$ cat src/fwdr_pkg.sv
package fwdr_pkg;

   // Register offsets on the serial control bus
   localparam logic [7:0] ADDR_THERMAL = 8'h12;
   localparam logic [7:0] ADDR_WARN = 8'h13;
   localparam logic [7:0] ADDR_MASK = 8'h14;
   localparam logic [7:0] ADDR_ACA = 8'h15;
   localparam logic [7:0] ADDR_ACB = 8'h16;
   localparam logic [7:0] ADDR_IMP_ONE = 8'h17;
   localparam logic [7:0] ADDR_IMP_TWO = 8'h18;
   localparam logic [7:0] ADDR_MISC = 8'h21;

   // Reset values
   localparam logic [7:0] RST_THERMAL = 8'h00;
   localparam logic [7:0] RST_WARN = 8'h20;
   localparam logic [7:0] RST_MASK = 8'h00;
   localparam logic [7:0] RST_ACA = 8'h00;
   localparam logic [7:0] RST_ACB = 8'h00;
   localparam logic [7:0] RST_MISC = 8'h00;
   localparam logic [7:0] RST_IMP = 8'h00;

   // Thermal shutdown status fields
   localparam int THM_GLOBAL = 4;
   localparam int THM_CH_ONE = 3;
   localparam int THM_CH_TWO = 2;

   // Warning status fields
   localparam int WRN_POR = 5;
   localparam int WRN_GLOBAL = 4;
   localparam int WRN_CH_ONE = 3;
   localparam int WRN_CH_TWO = 2;

   // Pin report mask fields
   localparam int MSK_OC = 7;
   localparam int MSK_THERMAL_SHUTDOWN_FLAG = 6;
   localparam int MSK_UV = 5;
   localparam int MSK_OV = 4;
   localparam int MSK_DC = 3;
   localparam int MSK_CLIP = 1;
   localparam int MSK_OTW = 0;

   // Impedance test control fields
   localparam int ACA_GAIN_ONE = 7;
   localparam int ACA_GAIN_TWO = 6;
   localparam int ACA_ON_ONE = 3;
   localparam int ACA_ON_TWO = 2;
   localparam int ACB_LOOP = 7;
   localparam int ACB_LONG = 4;
   localparam int ACB_CUR_HI = 3;
   localparam int ACB_CUR_LO = 2;

   // Miscellaneous control fields
   localparam int MISC_CLEAR = 7;
   localparam int MISC_AUTOREC = 3;

   // Drive current codes
   localparam logic [1:0] CUR_10MA = 2'b00;
   localparam logic [1:0] CUR_19MA = 2'b01;

   // Measurement lengths in tone cycles
   localparam logic [6:0] RUN_SHORT = 7'd32;
   localparam logic [6:0] RUN_LONG = 7'd64;

   // System clock cycles per tone cycle
   localparam logic [15:0] TONE_DIV = 16'd250;

   // Bus address, arbitrary value
   localparam logic [6:0] BUS_ADDR = 7'h2a;

   typedef enum logic [3:0] {
      I2C_IDLE = 4'h0,
      I2C_ADDR = 4'h1,
      I2C_ADDR_ACK = 4'h2,
      I2C_REG = 4'h3,
      I2C_REG_ACK = 4'h4,
      I2C_WDATA = 4'h5,
      I2C_WACK = 4'h6,
      I2C_RDATA = 4'h7,
      I2C_RACK = 4'h8
   } fwdr_i2c_t;

endpackage

$ cat src/fwdr_pin_report.sv
`timescale 1ns/1ps
module fwdr_pin_report (
   input wire logic clk,
   input wire logic rstN,
   input wire logic [7:0] mask,
   input wire logic ocFault,
   input wire logic tsdFault,
   input wire logic uvFault,
   input wire logic ovFault,
   input wire logic dcFault,
   input wire logic clipDetect,
   input wire logic twFault,
   output logic faultN,
   output logic warnN
);

   wire faultAny;
   wire warnAny;

   // Unmasked fault sources
   assign faultAny = (ocFault & ~mask[fwdr_pkg::MSK_OC])
      | (tsdFault & ~mask[fwdr_pkg::MSK_THERMAL_SHUTDOWN_FLAG])
      | (uvFault & ~mask[fwdr_pkg::MSK_UV])
      | (ovFault & ~mask[fwdr_pkg::MSK_OV])
      | (dcFault & ~mask[fwdr_pkg::MSK_DC]);

   // Unmasked warning sources
   assign warnAny = (clipDetect & ~mask[fwdr_pkg::MSK_CLIP])
      | (twFault & ~mask[fwdr_pkg::MSK_OTW]);

   // Active-low pins, registered
   always_ff @(posedge clk or negedge rstN) begin
      if (!rstN) begin
         faultN <= 1'b1;
         warnN <= 1'b1;
      end else begin
         faultN <= ~faultAny;
         warnN <= ~warnAny;
      end
   end

endmodule // fwdr_pin_report

$ cat src/fwdr_ac_test.sv
`timescale 1ns/1ps
module fwdr_ac_test #(
   parameter int SAMPLE_W = 8
) (
   input wire logic clk,
   input wire logic rstN,
   input wire logic tick,
   input wire logic testOn,
   input wire logic gainFour,
   input wire logic longRun,
   input wire logic [SAMPLE_W-1:0] sample,
   output logic [7:0] impedance,
   output logic busy
);

   if (SAMPLE_W != 8) begin : gWidthCheck
      $error("fwdr_ac_test serves 8-bit samples only");
   end

   logic onPrev;
   logic [6:0] count;
   logic [13:0] acc;
   wire startRun;
   wire [6:0] runLen;
   wire lastTick;
   wire [13:0] sumNow;
   wire [7:0] avg;
   wire [7:0] scaled;

   // Run length, average and gain scaling
   assign startRun = testOn & ~onPrev;
   assign runLen = longRun ? fwdr_pkg::RUN_LONG : fwdr_pkg::RUN_SHORT;
   assign lastTick = tick & (count >= runLen - 7'd1); // Length change mid-run cannot overrun
   assign sumNow = acc + {6'h00, sample};
   assign avg = longRun ? sumNow[13:6] : sumNow[12:5];
   assign scaled = gainFour ? {2'b00, avg[7:2]} : avg;

   // Edge of enable
   always_ff @(posedge clk or negedge rstN) begin
      if (!rstN) begin
         onPrev <= 1'b0;
      end else begin
         onPrev <= testOn;
      end
   end

   // Sequencer, runs only while enabled
   always_ff @(posedge clk or negedge rstN) begin
      if (!rstN) begin
         busy <= 1'b0;
         count <= 7'd0;
         acc <= 14'h0000;
      end else if (!testOn) begin
         busy <= 1'b0;
      end else if (startRun) begin
         busy <= 1'b1;
         count <= 7'd0;
         acc <= 14'h0000;
      end else if (busy && tick) begin
         busy <= ~lastTick;
         count <= count + 7'd1;
         acc <= sumNow;
      end
   end

   // Result code, 0.2496 ohm per step
   always_ff @(posedge clk or negedge rstN) begin
      if (!rstN) begin
         impedance <= fwdr_pkg::RST_IMP;
      end else if (busy && testOn && lastTick) begin
         impedance <= scaled;
      end
   end

endmodule // fwdr_ac_test

$ cat src/fault_warning_diag_regs.sv
`timescale 1ns/1ps
// Contract
// - Thermal bit 4: global overtemperature shutdown.
// - Thermal bits 3, 2: per-channel shutdown.
// - Warning bit 5: logic-supply power-on reset seen.
// - Warning bit 4: global overtemperature warning.
// - Warning bits 3, 2: per-channel overtemperature warnings.
// - Mask bit 7 keeps overcurrent off the fault pin.
// - Mask bit 6 keeps thermal shutdown off the fault pin.
// - Mask bit 5 keeps undervoltage off the fault pin.
// - Mask bit 4 keeps overvoltage off the fault pin.
// - Mask bit 3 keeps output offset off the fault pin.
// - Mask bit 1 keeps clipping off the warning pin.
// - Mask bit 0 keeps overtemperature warnings off the warning pin.
// - Test gain bits 7, 6 per channel: 0 gives 1, 1 gives 4.
// - Impedance test runs on a channel only while its enable bit is 1.
// - Control B bit 7 set puts the impedance test into loopback.
// - Control B bit 4 selects 32 or 64 cycles.
// - Control B bits 3-2 select 10 mA or 19 mA; codes 10, 11 reserved.
// - Writing 1 to misc bit 7 clears latched fault indications.
// - Per-channel 8-bit impedance code, 0.2496 ohm per step.
module fault_warning_diag_regs #(
   parameter logic [6:0] BUS_ADDR = fwdr_pkg::BUS_ADDR,
   parameter logic [15:0] TONE_DIV = fwdr_pkg::TONE_DIV
) (
   input wire logic sys_clk,
   input wire logic resetn,
   input wire logic scl,
   input wire logic sdaIn,
   output logic sdaOut,
   output logic sdaOe,
   input wire logic thermalShutdownFlag,
   input wire logic chOneThermalShutdown,
   input wire logic chTwoThermalShutdown,
   input wire logic thermalWarningFlag,
   input wire logic chOneThermalWarning,
   input wire logic chTwoThermalWarning,
   input wire logic ocFault,
   input wire logic uvFault,
   input wire logic ovFault,
   input wire logic dcFault,
   input wire logic clipDetect,
   input wire logic [7:0] sampleChOne,
   input wire logic [7:0] sampleChTwo,
   output logic faultN,
   output logic warnN,
   output logic [1:0] testDriveOn,
   output logic [1:0] testGainFour,
   output logic impedanceTestReturnPath,
   output logic [1:0] toneTestDriveLevel,
   output logic [1:0] testBusy
);

   if (TONE_DIV < 16'd2) begin : gDivCheck
      $error("TONE_DIV must be at least 2");
   end

   logic rstMeta;
   logic rstN;
   logic sclQ;
   logic sdaQ;
   fwdr_pkg::fwdr_i2c_t state;
   fwdr_pkg::fwdr_i2c_t next_state;
   logic [3:0] bitCnt;
   logic [3:0] next_bitCnt;
   logic [7:0] shiftReg;
   logic [7:0] next_shiftReg;
   logic [7:0] regPtr;
   logic [7:0] next_regPtr;
   logic readMode;
   logic next_readMode;
   logic wrStb;
   logic [7:0] maskReg;
   logic [7:0] acCtrlA;
   logic [7:0] acCtrlB;
   logic [7:0] miscReg;
   logic [2:0] tsdLatch;
   logic [2:0] next_tsdLatch;
   logic porFlag;
   logic [2:0] twLive;
   logic [15:0] divCnt;
   logic toneTick;
   logic [7:0] impOne;
   logic [7:0] impTwo;
   wire [7:0] rdData;
   wire [7:0] thermalReg;
   wire [7:0] warnReg;
   wire [2:0] tsdIn;
   wire sclRise;
   wire sclFall;
   wire startCond;
   wire stopCond;
   wire byteDone;
   wire wrMask;
   wire wrAcA;
   wire wrAcB;
   wire wrMisc;
   wire clearPulse;
   wire autoRecover;
   wire curReserved;
   wire [1:0] curKeep;
   wire [7:0] acBNext;

   // Reset release through two flops
   always_ff @(posedge sys_clk or negedge resetn) begin
      if (!resetn) begin
         rstMeta <= 1'b0;
         rstN <= 1'b0;
      end else begin
         rstMeta <= 1'b1;
         rstN <= rstMeta;
      end
   end

   // Previous bus levels for edge detection
   always_ff @(posedge sys_clk or negedge rstN) begin
      if (!rstN) begin
         sclQ <= 1'b1;
         sdaQ <= 1'b1;
      end else begin
         sclQ <= scl;
         sdaQ <= sdaIn;
      end
   end

   // Bus events
   assign sclRise = scl & ~sclQ;
   assign sclFall = ~scl & sclQ;
   assign startCond = scl & sclQ & sdaQ & ~sdaIn;
   assign stopCond = scl & sclQ & ~sdaQ & sdaIn;
   assign byteDone = sclFall & (bitCnt == 4'd8);

   // Bus target sequencing
   always_comb begin
      next_state = state;
      next_bitCnt = bitCnt;
      next_shiftReg = shiftReg;
      next_regPtr = regPtr;
      next_readMode = readMode;
      wrStb = 1'b0;
      if (stopCond) begin
         next_state = fwdr_pkg::I2C_IDLE;
      end else if (startCond) begin
         next_state = fwdr_pkg::I2C_ADDR;
         next_bitCnt = 4'd0;
      end else begin
         unique case (state)
            fwdr_pkg::I2C_IDLE: begin
               next_bitCnt = 4'd0;
            end
            fwdr_pkg::I2C_ADDR, fwdr_pkg::I2C_REG, fwdr_pkg::I2C_WDATA: begin
               if (sclRise) begin
                  next_shiftReg = {shiftReg[6:0], sdaIn};
                  next_bitCnt = bitCnt + 4'd1;
               end else if (byteDone) begin
                  next_bitCnt = 4'd0;
                  if (state == fwdr_pkg::I2C_ADDR) begin
                     next_readMode = shiftReg[0];
                     next_state = (shiftReg[7:1] == BUS_ADDR) ?
                        fwdr_pkg::I2C_ADDR_ACK : fwdr_pkg::I2C_IDLE;
                  end else if (state == fwdr_pkg::I2C_REG) begin
                     next_regPtr = shiftReg;
                     next_state = fwdr_pkg::I2C_REG_ACK;
                  end else begin
                     wrStb = 1'b1;
                     next_regPtr = regPtr + 8'd1;
                     next_state = fwdr_pkg::I2C_WACK;
                  end
               end
            end
            fwdr_pkg::I2C_ADDR_ACK: begin
               if (sclFall && readMode) begin
                  next_shiftReg = rdData;
                  next_regPtr = regPtr + 8'd1;
                  next_state = fwdr_pkg::I2C_RDATA;
               end else if (sclFall) begin
                  next_state = fwdr_pkg::I2C_REG;
               end
            end
            fwdr_pkg::I2C_REG_ACK, fwdr_pkg::I2C_WACK: begin
               if (sclFall) begin
                  next_state = fwdr_pkg::I2C_WDATA;
               end
            end
            fwdr_pkg::I2C_RDATA: begin
               if (sclRise) begin
                  next_bitCnt = bitCnt + 4'd1;
               end else if (byteDone) begin
                  next_bitCnt = 4'd0;
                  next_state = fwdr_pkg::I2C_RACK;
               end else if (sclFall) begin
                  next_shiftReg = {shiftReg[6:0], 1'b0};
               end
            end
            fwdr_pkg::I2C_RACK: begin
               if (sclRise && sdaIn) begin
                  next_state = fwdr_pkg::I2C_IDLE;
               end else if (sclFall) begin
                  next_shiftReg = rdData;
                  next_regPtr = regPtr + 8'd1;
                  next_state = fwdr_pkg::I2C_RDATA;
               end
            end
            default: begin
               next_state = fwdr_pkg::I2C_IDLE;
            end
         endcase
      end
   end

   // Bus target state
   always_ff @(posedge sys_clk or negedge rstN) begin
      if (!rstN) begin
         state <= fwdr_pkg::I2C_IDLE;
         bitCnt <= 4'd0;
         shiftReg <= 8'h00;
         regPtr <= 8'h00;
         readMode <= 1'b0;
      end else begin
         state <= next_state;
         bitCnt <= next_bitCnt;
         shiftReg <= next_shiftReg;
         regPtr <= next_regPtr;
         readMode <= next_readMode;
      end
   end

   // Open drain: low for ack and zero read bits
   assign sdaOut = 1'b0;
   assign sdaOe = (state == fwdr_pkg::I2C_ADDR_ACK) | (state == fwdr_pkg::I2C_REG_ACK)
      | (state == fwdr_pkg::I2C_WACK) | ((state == fwdr_pkg::I2C_RDATA) & ~shiftReg[7]);

   // Write decode
   assign wrMask = wrStb & (regPtr == fwdr_pkg::ADDR_MASK);
   assign wrAcA = wrStb & (regPtr == fwdr_pkg::ADDR_ACA);
   assign wrAcB = wrStb & (regPtr == fwdr_pkg::ADDR_ACB);
   assign wrMisc = wrStb & (regPtr == fwdr_pkg::ADDR_MISC);
   assign clearPulse = wrMisc & shiftReg[fwdr_pkg::MISC_CLEAR];
   assign autoRecover = miscReg[fwdr_pkg::MISC_AUTOREC];

   // Reserved current codes keep old selection
   assign curReserved = shiftReg[fwdr_pkg::ACB_CUR_HI];
   assign curKeep = curReserved ? acCtrlB[fwdr_pkg::ACB_CUR_HI:fwdr_pkg::ACB_CUR_LO]
      : shiftReg[fwdr_pkg::ACB_CUR_HI:fwdr_pkg::ACB_CUR_LO];
   assign acBNext = {shiftReg[7:4], curKeep, shiftReg[1:0]};

   // Writable registers; clear bit reads 0
   always_ff @(posedge sys_clk or negedge rstN) begin
      if (!rstN) begin
         maskReg <= fwdr_pkg::RST_MASK;
         acCtrlA <= fwdr_pkg::RST_ACA;
         acCtrlB <= fwdr_pkg::RST_ACB;
         miscReg <= fwdr_pkg::RST_MISC;
      end else begin
         if (wrMask) maskReg <= shiftReg;
         if (wrAcA) acCtrlA <= shiftReg;
         if (wrAcB) acCtrlB <= acBNext;
         if (wrMisc) miscReg <= {1'b0, shiftReg[6:0]};
      end
   end

   // Shutdown flags latch unless auto recovery; set beats clear
   assign tsdIn = {thermalShutdownFlag, chOneThermalShutdown, chTwoThermalShutdown};
   always_comb begin
      next_tsdLatch = autoRecover ? tsdIn : ((tsdLatch & {3{~clearPulse}}) | tsdIn);
   end

   always_ff @(posedge sys_clk or negedge rstN) begin
      if (!rstN) begin
         tsdLatch <= 3'b000;
         porFlag <= 1'b1;
         twLive <= 3'b000;
      end else begin
         tsdLatch <= next_tsdLatch;
         if (clearPulse) porFlag <= 1'b0;
         twLive <= {thermalWarningFlag, chOneThermalWarning, chTwoThermalWarning};
      end
   end

   // Status images
   assign thermalReg = {3'b000, tsdLatch[2], tsdLatch[1], tsdLatch[0], 2'b00};
   assign warnReg = {2'b00, porFlag, twLive[2], twLive[1], twLive[0], 2'b00};

   // Read mux, unmapped offsets read 0
   assign rdData = (regPtr == fwdr_pkg::ADDR_THERMAL) ? thermalReg
      : (regPtr == fwdr_pkg::ADDR_WARN) ? warnReg
      : (regPtr == fwdr_pkg::ADDR_MASK) ? maskReg
      : (regPtr == fwdr_pkg::ADDR_ACA) ? acCtrlA
      : (regPtr == fwdr_pkg::ADDR_ACB) ? acCtrlB
      : (regPtr == fwdr_pkg::ADDR_IMP_ONE) ? impOne
      : (regPtr == fwdr_pkg::ADDR_IMP_TWO) ? impTwo
      : (regPtr == fwdr_pkg::ADDR_MISC) ? miscReg
      : 8'h00;

   // Tone cycle enable
   always_ff @(posedge sys_clk or negedge rstN) begin
      if (!rstN) begin
         divCnt <= 16'h0000;
         toneTick <= 1'b0;
      end else begin
         toneTick <= (divCnt == TONE_DIV - 16'd1);
         divCnt <= (divCnt == TONE_DIV - 16'd1) ? 16'h0000 : divCnt + 16'd1;
      end
   end

   // Test controls to the front end
   assign testDriveOn = {acCtrlA[fwdr_pkg::ACA_ON_TWO], acCtrlA[fwdr_pkg::ACA_ON_ONE]};
   assign testGainFour = {acCtrlA[fwdr_pkg::ACA_GAIN_TWO], acCtrlA[fwdr_pkg::ACA_GAIN_ONE]};
   assign impedanceTestReturnPath = acCtrlB[fwdr_pkg::ACB_LOOP];
   assign toneTestDriveLevel = acCtrlB[fwdr_pkg::ACB_CUR_HI:fwdr_pkg::ACB_CUR_LO];

   // Impedance measurement, channel one
   fwdr_ac_test #(
      .SAMPLE_W(8)
   ) uTestOne (
      .clk(sys_clk),
      .rstN(rstN),
      .tick(toneTick),
      .testOn(testDriveOn[0]),
      .gainFour(testGainFour[0]),
      .longRun(acCtrlB[fwdr_pkg::ACB_LONG]),
      .sample(sampleChOne),
      .impedance(impOne),
      .busy(testBusy[0])
   );

   // Impedance measurement, channel two
   fwdr_ac_test #(
      .SAMPLE_W(8)
   ) uTestTwo (
      .clk(sys_clk),
      .rstN(rstN),
      .tick(toneTick),
      .testOn(testDriveOn[1]),
      .gainFour(testGainFour[1]),
      .longRun(acCtrlB[fwdr_pkg::ACB_LONG]),
      .sample(sampleChTwo),
      .impedance(impTwo),
      .busy(testBusy[1])
   );

   // Fault and warning pins
   fwdr_pin_report uPins (
      .clk(sys_clk),
      .rstN(rstN),
      .mask(maskReg),
      .ocFault(ocFault),
      .tsdFault(|tsdLatch),
      .uvFault(uvFault),
      .ovFault(ovFault),
      .dcFault(dcFault),
      .clipDetect(clipDetect),
      .twFault(|twLive),
      .faultN(faultN),
      .warnN(warnN)
   );

endmodule // fault_warning_diag_regs

$ cat config.mk
export PLATFORM = sky130hd
export DESIGN_NAME = fault_warning_diag_regs
export DESIGN_NICKNAME = d
export VERILOG_FILES = /design/src/fwdr_pkg.sv /design/src/fwdr_pin_report.sv /design/src/fwdr_ac_test.sv /design/src/fault_warning_diag_regs.sv
export SDC_FILE = /design/constraint.sdc
export NUM_CORES = 1
export LEC_CHECK = 0
export BUFFER_PORTS_ARGS = -buffer_cell sky130_fd_sc_hd__buf_2
export CAP_MARGIN = 20
export CELL_PAD_IN_SITES_DETAIL_PLACEMENT = 1
export CELL_PAD_IN_SITES_GLOBAL_PLACEMENT = 2
export CORE_MARGIN = 2
export CORE_UTILIZATION = 39
export CTS_CLUSTER_SIZE = 8
export DETAILED_ROUTE_END_ITERATION = 10
export PLACE_DENSITY_LB_ADDON = 0.1
export SYNTH_ARGS = -nofsm -noshare
export SYNTH_HDL_FRONTEND = slang
export SYNTH_SLANG_ARGS = --single-unit
$ cat constraint.sdc
create_clock -name sys_clk -period 5.61 [get_ports sys_clk]
set_clock_uncertainty 0.1 [all_clocks]
set_input_delay 0.2805 -clock sys_clk [delete_from_list [all_inputs] [get_ports sys_clk]]
set_output_delay 0.2805 -clock sys_clk [all_outputs]
set_load 0.02 [all_outputs]
; Word-level counts from Yosys, hierarchy flattened
; Index checks and enable logic that the tools add are counted.
[totals]
wordCells = 237
output_inout_bits = 13
regBits = 147
in_bits = 31
[classes]
addsub = 8
n_bitwise = 58
muxes = 71
n_eq_ne = 40
reduce_logical = 27
magnitude_cmp = 2
[op_table]
columns = operator, n
row1 = 8-bit 2-to-1 mux, 25
row2 = "8-bit by 5-bit equality test with 1-bit output, second input constant", 7
row3 = 14-bit 2-to-1 mux, 4
row4 = 4-bit 2-to-1 mux, 14
row5 = 7-bit 2-to-1 mux, 6
row6 = 8-bit case mux with 4 select lines, 1
row7 = 14-bit by 8-bit adder with 14-bit output, 2
row8 = 1-bit bitwise AND, 25
row9 = 4-bit case mux with 6 select lines, 1
row10 = 8-bit case mux with 3 select lines, 1
row11 = 1-bit inverter, 23
row12 = "2-bit inequality test, second input constant", 10
row13 = "4-bit inequality test, second input constant", 5
row14 = "16-bit by 1-bit adder with 16-bit output, second input constant", 1
row15 = "16-bit by 8-bit equality test with 1-bit output, second input constant", 1
row16 = "4-bit by 3-bit equality test with 1-bit output, second input constant", 4
row17 = 16-bit 2-to-1 mux, 1
row18 = "7-bit by 1-bit adder with 7-bit output, second input constant", 2
row19 = 7-bit >= comparator, 2
row20 = 1-bit 2-to-1 mux, 13
row21 = "5-bit inequality test, second input constant", 2
row22 = 10-bit AND reduction, 1
row23 = 9-bit AND reduction, 1
row24 = 3-bit OR reduction, 3
row25 = 28 further kinds, 51

; Longest topological paths before layout
; Gate-level depths: netlist of the first run.
[logic_depth]
word_depth = 14
ltp_mapped = 10
mapped_depth_nobuf = 9

; Cells and area by module
; From an unflattened synthesis of the first run, not the netlist that was laid out.
[unflattened]
cells_unflattened = 1039
hier_area_um2 = 9587.9
[modules_own_cells]
columns = mod, n_inst, seq_area_each_um2, area_per_inst_um2, cells_per_inst
row1 = fault_warning_diag_regs, 1, 2080.7, 4732.0, 477
row2 = fwdr_ac_test (uTestTwo), 1, 775.7, 2373.5, 272
row3 = fwdr_ac_test (uTestOne), 1, 775.7, 2363.5, 277
row4 = fwdr_pin_report, 1, 52.6, 118.9, 13

; Worst setup path after synthesis of the first run
; Ideal clock, no wire load.
[synth_timing]
kind = reg2reg
startpoint = reg acCtrlB[4]
endpoint = reg uTestTwo.impedance[3]
path_buffers = 3
period_less_slack_ns = 2.500
setup_time_ns = 0.142
stages_incl_launch_ff = 11
slack_ns = 3.110
arrival_ns = 2.259
required_ns = 5.368
path_cell_list = dfrtp_1 inv_1 clkbuf_1 clkbuf_1 ha_1 a311o_1 nand4_1 clkbuf_1 nor2_1 o311ai_0 o211ai_1
[synth_via]
elab_chain_len = 5
word_cells_on_any_way = 7
classes_between = 1 x add/sub / 1 x order compare / 3 x mux / 1 x bitwise / 1 x reduce/logical
[synth_rtl]
columns = element, line
row1 = "start, declared", fault_warning_diag_regs.sv:75  ; logic [7:0] acCtrlB;
row2 = "start signal, assigned", fault_warning_diag_regs.sv:252  ; acCtrlB <= fwdr_pkg::RST_ACB;
row3 = "start signal, assigned", fault_warning_diag_regs.sv:257  ; if (wrAcB) acCtrlB <= acBNext;
row4 = 7-bit 2-to-1 mux, fwdr_ac_test.sv:32  ; assign runLen = longRun ? fwdr_pkg::RUN_LONG : fwdr_pkg::RUN_SHORT;
row5 = 7-bit by 1-bit subtractor with 7-bit output, fwdr_ac_test.sv:33  ; assign lastTick = tick & (count >= runLen - 7'd1);
row6 = 7-bit >= comparator, fwdr_ac_test.sv:33
row7 = 1-bit bitwise AND, fwdr_ac_test.sv:33
row8 = 1-bit logical AND, fwdr_ac_test.sv:70  ; end else if (busy && testOn && lastTick) begin
row9 = "end signal, assigned", fwdr_ac_test.sv:69  ; impedance <= fwdr_pkg::RST_IMP;
row10 = "end signal, assigned", fwdr_ac_test.sv:71  ; impedance <= scaled;
row11 = "end, declared", fwdr_ac_test.sv:12  ; output logic [7:0] impedance,
; Parallel ways exist; a longest one is shown, timed or not.
; A chain may end at the register's enable or synchronous reset.

; Worst setup path after layout of the first run
[layout_timing]
startpoint = reg state[0]
endpoint = reg shiftReg[5]
[layout_via]
elab_chain_len = 4
word_cells_on_any_way = 17
classes_between = 13 x eq/ne / 1 x mux / 3 x reduce/logical
[layout_rtl]
columns = element, line
row1 = "start, declared", fault_warning_diag_regs.sv:62  ; fwdr_pkg::fwdr_i2c_t state;
row2 = "start signal, assigned", fault_warning_diag_regs.sv:214  ; state <= fwdr_pkg::I2C_IDLE;
row3 = "start signal, assigned", fault_warning_diag_regs.sv:220  ; state <= next_state;
row4 = "4-bit by 1-bit equality test with 1-bit output, or another cell as far along", fault_warning_diag_regs.sv:147  ; unique case (state)
row5 = 3-bit OR reduction, fault_warning_diag_regs.sv:147
row6 = 4-bit nonzero test (no source line) or 2-bit inequality test (tied branches), n/a
row7 = 10-bit AND reduction (no source line), n/a
row8 = "end signal, assigned", fault_warning_diag_regs.sv:222  ; shiftReg <= next_shiftReg;
row9 = "end, declared", fault_warning_diag_regs.sv:66  ; logic [7:0] shiftReg;
; Parallel ways exist; a longest one is shown, timed or not.

==> results of run 1 <==
==> where the power goes <==
group | internal (mW) | switching [mW]
sequential | 1.10 | 0.130
clock | 0.611 | 0.565
combinational | 0.111 | 0.171
total | 1.82 | 0.865
==> cell usage after synthesis, types with 8 or more instances <==
cell type | n | area share
clkbuf_1 | 37 | 0.015
o22ai_1 | 12 | 0.0083
a21o_1 | 13 | 0.011
xnor2_1 | 15 | 0.014
o31ai_1 | 20 | 0.017
mux2_2 | 35 | 0.043
a21oi_1 | 55 | 0.030
nor3_1 | 22 | 0.012
nand3_1 | 31 | 0.017
a22o_1 | 9 | 0.0087
and3_1 | 12 | 0.0083
nand4_1 | 17 | 0.012
a211oi_1 | 12 | 0.0099
nand2b_1 | 17 | 0.012
o21ai_0 | 59 | 0.033
dfrtp_1 | 142 | 0.39
nor2b_1 | 22 | 0.015
ha_1 | 28 | 0.039
xor2_1 | 15 | 0.014
o211ai_1 | 13 | 0.011
o21a_1 | 9 | 0.0074
inv_1 | 39 | 0.016
nand2_1 | 128 | 0.053
a31oi_1 | 19 | 0.013
buf_2 | 8 | 0.0044
nor2_1 | 74 | 0.031
buf_4 | 10 | 0.0083
and2_1 | 8 | 0.0055
==> kinds of logic (layout without fill, tap and decap cells) <==
family / Yosys count / count (layout) / synth area share
simple gates: 384 / 384 / 0.214
compound gates: 289 / 289 / 0.215
flops: 147 / 147 / 0.406
buf+inv: 97 / 129 / 0.0454
mux: 38 / 38 / 0.0468
fa+ha+maj: 30 / 30 / 0.0430
xor+xnor: 30 / 30 / 0.0290
other cells: 2 / 3 / 0.000828
==> flip-flops by register name (all words and copies together) (netlist names), 3 cells and up <==
register,cells
uTestTwo.count,7
twLive,3
uTestOne.count,7
acCtrlA,8
miscReg,7
uTestOne.acc,14
acCtrlB,7
state,4
maskReg,8
uTestTwo.impedance,8
bitCnt,4
tsdLatch,3
shiftReg,8
uTestOne.impedance,8
regPtr,8
divCnt,16
uTestTwo.acc,14
==> worst paths after layout <==
check / startpoint / end / slack, ns / cells after the start
max: state[0] / shiftReg[5] / 2.55 / 5
min: resetn / rstN / 0.05 / 2
max reg2reg: state[0] / shiftReg[5] / 2.55 / 5
min reg2reg: rstN / tsdLatch[0] / 0.17 / 0
max in group asynchronous: rstN / uTestTwo.count[2] / 3.87 / 1
min in group sys_clk: sampleChOne[0] / uTestOne.acc[0] / 0.12 / 4
==> routing by layer <==
layer / vias up / track usage
li1: 3774 / -
met3: 24 / 0.0324
met1: 3939 / 0.323
met4: 0 / 0.0537
met2: 100 / 0.361
met5: - / 0
==> critical path, delay by kind of cell, from the launching register on <==
family	cells	cell delay, ns
compound gates	2	1.33
flops	1	0.73
simple gates	2	0.40
mux	1	0.39
==> layout make-up <==
class	count	area [um^2]
inverters	39	146
clock buffers	18	439
fillers	2628	12600
repair buffers	58	363
clock inverters	14	163
well taps	285	357
multi-input cells	774	4980
flip-flops and latches	147	3690
==> through the flow <==
step,setup slack (ns),util,area [um^2]
CTS,2.60,0.446,10100
global placement,2.63,0.414,9410
floorplan,1.12,-,9070
detailed placement,2.60,0.414,9410
finish,2.55,0.446,10100
global route,2.38,0.446,10100
==> impl_metrics.json, run 1 <==
{
  "outcome": "completed",
  "synth-seq-area-share": 0.406,
  "area_growth_pct": 11.7,
  "vdd_drop_max_mv": 0.134,
  "clock_latency_ns": 0.44,
  "grt_pass1_wl_mm": 43.6,
  "rows": 55,
  "grt-ovfl-total": 0,
  "ys_types": 86,
  "ys_ff_latch": 147,
  "vias_per_cell": 5.87,
  "cp.required_ns": 5.84,
  "dp_hpwl_mm": 18.3,
  "hold_viol": 0,
  "cts.sink_count": 147,
  "slew_viol_final": 0,
  "wl_met3_um": 710,
  "cts_hold_buffers": 12,
  "powerDensity_mw_per_mm2": 265,
  "post-cts-setup-buffers": 0,
  "finalPower_mw": 2.68,
  "setup_tns_ns": 0,
  "drive_gt1_frac": 0.130,
  "hold_path_class": "in2async",
  "grt_use_total": 0.226,
  "cts_max_level": 4,
  "hold_slack_ns": 0.0467,
  "crit_path_start_kind": "flip-flop",
  "vias": 7837,
  "synth_area_mm2": 0.00907,
  "io_pins": 44,
  "leakage_nw": 4.34,
  "instances_no_fill": 1335,
  "ys.flop_type": "dfrtp_1",
  "rsz0062_at_grt": "false",
  "final_common_cell": "dfrtp_1",
  "synth_edf_count": 0,
  "place.gp.congestion": 0.800,
  "port_buffers": 41,
  "crit_slowest_cell": "dfrtp_1",
  "finalSetupViolCount": 0,
  "wl_met2_mm": 12.2,
  "avgRoutedWirePerCell_um": 19.6,
  "drcViolationCount": 0,
  "die_w_um": 157,
  "diodes": 0,
  "grt_pass1_vias": 7944,
  "cts_tree": "built",
  "critical_path_class": "reg2reg",
  "cts-root-buf": "clkbuf_16",
  "worst_pin_slew_ns": 1.00,
  "fin_crit_sh": 0.546,
  "clk_pin_slew_ns": 0.07,
  "clockBufferDepth": 2,
  "wl_met1_mm": 13.0,
  "cts_buffers": 17,
  "most-common-layout-cells": "dfrtp_1, nand2_1, nor2_1",
  "path_max_fanout": 21,
  "dr.max_layer_used": "met4",
  "cap_viol_max_count": 0,
  "yosysWarnings": 0,
  "die_y_um": 157,
  "start_util": 0.399,
  "crit_arrival_ns": 3.29,
  "postCtsResizedCells": 0,
  "slowest_delay_ns": 0.73,
  "endpoint_kind": "flip-flop",
  "relSlewSlack": 0.331,
  "core-area_mm2": 0.0227,
  "async_flop_share": 1.00,
  "netlist_instances": 1017,
  "grt_antenna_before_repair": 0,
  "drtAntennaViolNets": 0,
  "layout.nets": 1098,
  "avgSynthCellArea_um2": 8.92,
  "dp.cells": 1291,
  "path_cells": "nor3_1 -> and2_1 -> o21ai_1 -> o311a_1 -> mux2_2",
  "drt_iter0_drc": 501,
  "fmaxAchievable_ghz": 0.326,
  "drt_pass1_iterations": 4,
  "fin_crit_ns": 3.06,
  "grt_max_degree": 76,
  "drt_wl_total_mm": 26.2,
  "die_area_mm2": 0.0245
}
(Power assumes the default switching activity.)
==> run 2: changes to the inputs <==
CORE_UTILIZATION = 35   (was 39)
clock period = 2.78 ns   (was 5.61 ns; I/O delays follow)
==> impl_metrics.json, run 2 (same netlist as run 1, synthesis figures left out) <==
{
  "leakage_nw": 4.53,
  "powerDensity_mw_per_mm2": 512,
  "p_switching_mw": 1.70,
  "drt_wl_total_mm": 27.4,
  "start_util": 0.358,
  "grt_use_total": 0.213,
  "hold_viol": 0,
  "finalPower_mw": 5.38,
  "cts_buffers": 17,
  "vdd_drop_max_mv": 0.291,
  "grt_pass1_wl_mm": 45.0,
  "fin_crit_ns": 2.60,
  "layout.nets": 1139,
  "slew_viol_final": 0,
  "avgRoutedWirePerCell_um": 19.3,
  "r2r-start": "uTestTwo.acc[6]",
  "reg.largest.list": "divCnt: 16 flops, uTestOne.acc: 14 flops, uTestTwo.acc: 14 flops",
  "rsz0062_at_grt": "false",
  "cts.sink_count": 147,
  "fin_crit_sh": 0.936,
  "endpoint_kind": "flip-flop",
  "io_pins": 44,
  "cts_max_level": 4,
  "crit_path_start_kind": "flip-flop",
  "area_growth_pct": 15.8,
  "largest_register_ffs": 16,
  "drive_gt1_frac": 0.164,
  "post-cts-setup-buffers": 0,
  "hp-start": "sampleChTwo[0]",
  "outcome": "completed",
  "die_area_mm2": 0.0272,
  "clockBufferDepth": 2,
  "final_common_cell": "dfrtp_1",
  "vias_per_cell": 5.57,
  "finalSetupViolCount": 0,
  "drtAntennaViolNets": 0,
  "clkPwrFrac": 0.423,
  "cp.required_ns": 2.98,
  "clock_latency_ns": 0.44,
  "most-common-layout-cells": "dfrtp_1, nand2_1, nor2_1",
  "crit_arrival_ns": 2.80,
  "place.gp.congestion": 0.805,
  "cap_viol_max_count": 0,
  "clk_pin_slew_ns": 0.07,
  "grt_antenna_before_repair": 0,
  "crit_start": "uTestTwo.acc[6]",
  "vias": 7909,
  "rows": 58,
  "grt_max_degree": 40,
  "core-area_mm2": 0.0253,
  "grt_pass1_vias": 8055,
  "p_sw_frac": 0.316,
  "grt-ovfl-total": 0,
  "nFillCells": 2936,
  "diodes": 0,
  "power.internal_mw": 3.68,
  "fmaxAchievable_ghz": 0.384,
  "hold_slack_ns": 0.0373,
  "die_y_um": 165,
  "p_comb_frac": 0.119,
  "drcViolationCount": 0,
  "die_w_um": 165,
  "relSlewSlack": 0.543,
  "worst_pin_slew_ns": 0.686,
  "hold_path_class": "in2reg",
  "cts_tree": "built",
  "critical_path_class": "reg2reg",
  "drt_pass1_iterations": 5,
  "cts-root-buf": "clkbuf_16",
  "dp_hpwl_mm": 20.0,
  "drt_iter0_drc": 359,
  "seqPwrFrac": 0.459,
  "path_max_fanout": 8,
  "top_register": "divCnt",
  "setup_tns_ns": 0,
  "port_buffers": 41
}
run 2: stage by stage:
step / utilization / instances / worst slack [ns] / area, um^2
2_1_floorplan: - / 1018 / 0.246 / 9070
3_3_place_gp: 0.386 / 1375 / 0.223 / 9790
3_5_place_dp: 0.386 / 1375 / 0.160 / 9790
4_1_cts: 0.414 / 1421 / 0.151 / 10500
5_1_grt: 0.415 / 1421 / 0.000713 / 10500
6_report: 0.415 / 1421 / 0.178 / 10500
run 2: area by class of cell:
class	instances	area [um^2]	share of cell area
well taps	330	413	0.0393
flip-flops and latches	147	3690	0.351
inverters	39	146	0.0139
clock buffers	18	439	0.0418
clock inverters	14	129	0.0123
repair buffers	99	701	0.0667
multi-input cells	774	4990	0.475
run 2: worst max-delay path, cell delays in order (launching register included):
cell	delay, ns
dfrtp_1	0.38
ha_1	0.38
a2111oi_2	0.45
o21ai_1	0.28
mux2_2	0.32
nand2_1	0.10
o2111ai_1	0.31
o221ai_1	0.15
run 2: repair_timing:
action                                  in CTS  in global routing
endpoints found under the hold margin       13                  0
hold buffers                                14                  0
endpoints found under the setup margin       0                 11
gates resized for setup                      0                  5
run 2: final timing paths:
check / to / slack (ns) / cells after the start
setup / recovery: uTestTwo.impedance[5] / 0.18 / 7
hold / removal: uTestTwo.acc[0] / 0.04 / 4
setup reg to reg: uTestTwo.impedance[5] / 0.18 / 7
hold reg to reg: divCnt[9] / 0.24 / 0
max in group asynchronous: acCtrlB[4] / 1.59 / 1
min in group asynchronous: divCnt[9] / 0.24 / 0
run 2: per-layer routing:
metal,vias to the layer above,share of wire,global-route usage
met5,-,0,0
met4,0,0.0058,0.0364
met3,9,0.029,0.0337
met2,77,0.47,0.345
met1,3983,0.49,0.303
li1,3840,-,-
run 2: power by group through the flow:
stage          registers (mW)  logic (mW)  clock network [mW]
3_5_place_dp             2.50       0.621                   0
5_1_grt                  2.48       0.716                2.44
4_1_cts                  2.47       0.639                2.35
3_3_place_gp             2.50       0.619                   0
6_report                 2.47       0.638                2.27
2_1_floorplan            2.36       0.434                   0
==> run 3: changes to the inputs <==
ABC_AREA = 1   (was not set)
CORE_UTILIZATION = 33   (was 35)
clock period = 2.3 ns   (was 2.78 ns; I/O delays follow)
==> impl_metrics.json, run 3 <==
{
  "outcome": "completed",
  "hold_slack_ns": 0.0901,
  "cts.sink_count": 147,
  "rows": 59,
  "power.internal_mw": 4.92,
  "p_switching_mw": 2.78,
  "vias": 7669,
  "clk_pin_slew_ns": 0.07,
  "die_area_mm2": 0.0273,
  "crit_arrival_ns": 2.43,
  "start_util": 0.332,
  "yosysTopAreaCell": "dfrtp_1",
  "ys.flop_type": "dfrtp_1",
  "grt-ovfl-total": 0,
  "diodes": 0,
  "drtAntennaViolNets": 0,
  "async_flop_share": 1.00,
  "instances_no_fill": 1563,
  "synth_edf_count": 0,
  "clkPwrFrac": 0.366,
  "path_max_fanout": 4,
  "netlist_instances": 1105,
  "synthMuxAreaShare": 0,
  "endpoint_kind": "flip-flop",
  "area_growth_pct": 21.5,
  "synthAdderAreaFrac": 0.0455,
  "hold_viol": 0,
  "crit_slowest_cell": "fa_2",
  "rr_worst_depth": 13,
  "drt_iter0_drc": 371,
  "dp.cells": 1512,
  "layout.nets": 1276,
  "core-area_mm2": 0.0258,
  "cts-root-buf": "clkbuf_16",
  "p_sw_frac": 0.361,
  "critPathBufInv": 2,
  "port_buffers": 41,
  "fin_crit_sh": 0.962,
  "top_register": "divCnt",
  "grt_pass1_vias": 8023,
  "cts_buffers": 17,
  "die_w_um": 165,
  "slew_viol_final": 0,
  "leakage_nw": 5.03,
  "relSlewSlack": 0.590,
  "avgRoutedWirePerCell_um": 16.5,
  "vdd_drop_max_mv": 0.415,
  "path_cells": "ha_2 -> inv_2 -> fa_2 -> inv_2 -> nand3_2 -> nand2_2 -> nand4_1 -> nand2_2 -> nand2_2 -> xor2_2 -> nand2_2 -> nand3_2 -> nand3_2",
  "ys_top_cells_by_count": "nand2_1, dfrtp_1, inv_1",
  "fin_util": 0.404,
  "reg.largest.list": "divCnt: 16 flops, uTestOne.acc: 14 flops, uTestTwo.acc: 14 flops",
  "setup_tns_ns": 0,
  "synth_area_leaders": "dfrtp_1, nand2_1, nand3_1",
  "fmaxAchievable_ghz": 0.452,
  "die_y_um": 165,
  "place.gp.congestion": 0.777,
  "grt_max_degree": 38,
  "synth-seq-area-share": 0.429,
  "avgSynthCellArea_um2": 7.77,
  "p_comb_frac": 0.233,
  "slowest_delay_ns": 0.37,
  "crit_top_cell": "nand2_2",
  "synthSimpleGateAreaFrac": 0.278,
  "drt_wl_total_mm": 25.7,
  "fin_crit_ns": 2.21,
  "yosys.cell_count.top_type": "nand2_1",
  "ys_ff_latch": 147,
  "clock_latency_ns": 0.44,
  "finalPower_mw": 7.70,
  "synthXorXnorAreaFrac": 0.0245,
  "synth_compound_area_frac": 0.137,
  "drcViolationCount": 0,
  "most-common-layout-cells": "nand2_1, dfrtp_1, inv_1",
  "cp.depth": 13,
  "yosysWarnings": 0,
  "critical_path_class": "reg2reg",
  "cts_tree": "built",
  "synth_area_mm2": 0.00859,
  "grt_antenna_before_repair": 0,
  "io_pins": 44,
  "synth_top_cell_area_share": 0.414,
  "grt_pass1_wl_mm": 42.4,
  "clockBufferDepth": 2,
  "powerDensity_mw_per_mm2": 738,
  "cp.required_ns": 2.51,
  "final_common_cell": "nand2_1",
  "nFillCells": 3176,
  "drive_gt1_frac": 0.182,
  "finalSetupViolCount": 0,
  "hold_path_class": "in2reg",
  "grt_use_total": 0.201,
  "largest_register_ffs": 16,
  "crit_family": "simple AND/OR/NAND/NOR gates",
  "seqPwrFrac": 0.401,
  "worst_pin_slew_ns": 0.615,
  "ys_types": 55,
  "vias_per_cell": 4.91,
  "dp_hpwl_mm": 19.7,
  "cts_max_level": 4,
  "cap_viol_max_count": 0,
  "hold_depth": 4,
  "rsz0062_at_grt": "true",
  "crit_path_start_kind": "flip-flop",
  "synth_top_family_by_area": "simple AND/OR/NAND/NOR gates",
  "drt_pass1_iterations": 4
}
==> run 3: cell types whose count changed after synthesis, moves of 12 or more <==
cell	change
nand3_1	+82
nand2b_1	-16
clkbuf_1	-30
inv_2	+15
o21ai_0	+21
a211oi_1	-12
nand2_1	+131
nor2b_1	-22
inv_1	+92
mux2_2	-35
a31oi_1	-12
==> run 3: path summary, 6_finish.rpt <==
check                           startpoint               endpoint  slack [ns]
max                        uTestTwo.acc[0]  uTestTwo.impedance[5]        0.09
min                         sampleChOne[4]        uTestOne.acc[4]        0.09
max reg2reg                uTestTwo.acc[0]  uTestTwo.impedance[5]        0.09
min reg2reg                           rstN              twLive[1]        0.25
max in group asynchronous             rstN             miscReg[4]        1.22
min in group asynchronous             rstN              twLive[1]        0.25
==> run 3: layout make-up <==
type	instances	area [um^2]	share of cell area
Clock buffer	18	429	0.0411
Multi-Input combinational cell	785	4290	0.411
Sequential cell	147	3690	0.354
Tap cell	335	419	0.0402
Inverter	149	562	0.0538
Clock inverter	14	145	0.0139
Timing Repair Buffer	115	898	0.0861
==> run 3: power by group through the flow <==
| stage | sequential [mW] | clock [mW] | combinational, mW |
|---|---|---|---|
| floorplan | 3.00 | 0 | 1.22 |
| global placement | 3.13 | 0 | 1.76 |
| detailed placement | 3.13 | 0 | 1.78 |
| CTS | 3.09 | 2.92 | 1.80 |
| global route | 3.12 | 3.02 | 2.05 |
| finish | 3.09 | 2.82 | 1.79 |
==> run 3: repair_timing <==
| item | in CTS | in global routing |
|---|---|---|
| setup buffers | 0 | 4 |
| hold buffers | 15 | 0 |
| gates resized for setup | 2 | 35 |
| endpoints found under the setup margin | 8 | 42 |
| pin swaps | 0 | 12 |
| hold endpoints to repair | 14 | 0 |
==> run 3: tightest hold or removal path: cells and delay by family <==
family	cells	cell delay (ns)
AO/OA/AOI/OAI	1	0.14
adder cells (fa/ha/maj)	1	0.20
buffers and inverters	1	0.08
AND/OR/NAND/NOR	1	0.06
==> run 3: cell families (layout without fill, tap and decap cells) <==
logic type / Yosys count / in the layout
AOI/OAI and AO/OA: 199 / 199
xor gates and xnor gates: 24 / 24
adders and majority gates: 30 / 30
buffers and inverters: 174 / 296
DFF: 147 / 147
other: 2 / 3
and+or+nand+nor: 529 / 529
==> run 3: layer usage <==
layer | track usage | vias to the layer above | wire, um
li1 | - | 3850 | -
met3 | 0.0322 | 21 | 565
met4 | 0.0474 | 0 | 287
met2 | 0.332 | 55 | 12300
met5 | 0 | - | 0
met1 | 0.276 | 3743 | 12600
==> run 3: stage by stage <==
stage | instance area, um^2 | worst slack [ns]
2_1_floorplan | 8600 | 0.00605
3_3_place_gp | 9560 | 0.0645
3_5_place_dp | 9560 | -0.0160
4_1_cts | 10300 | -0.00985
5_1_grt | 10400 | -0.0661
6_report | 10400 | 0.0871
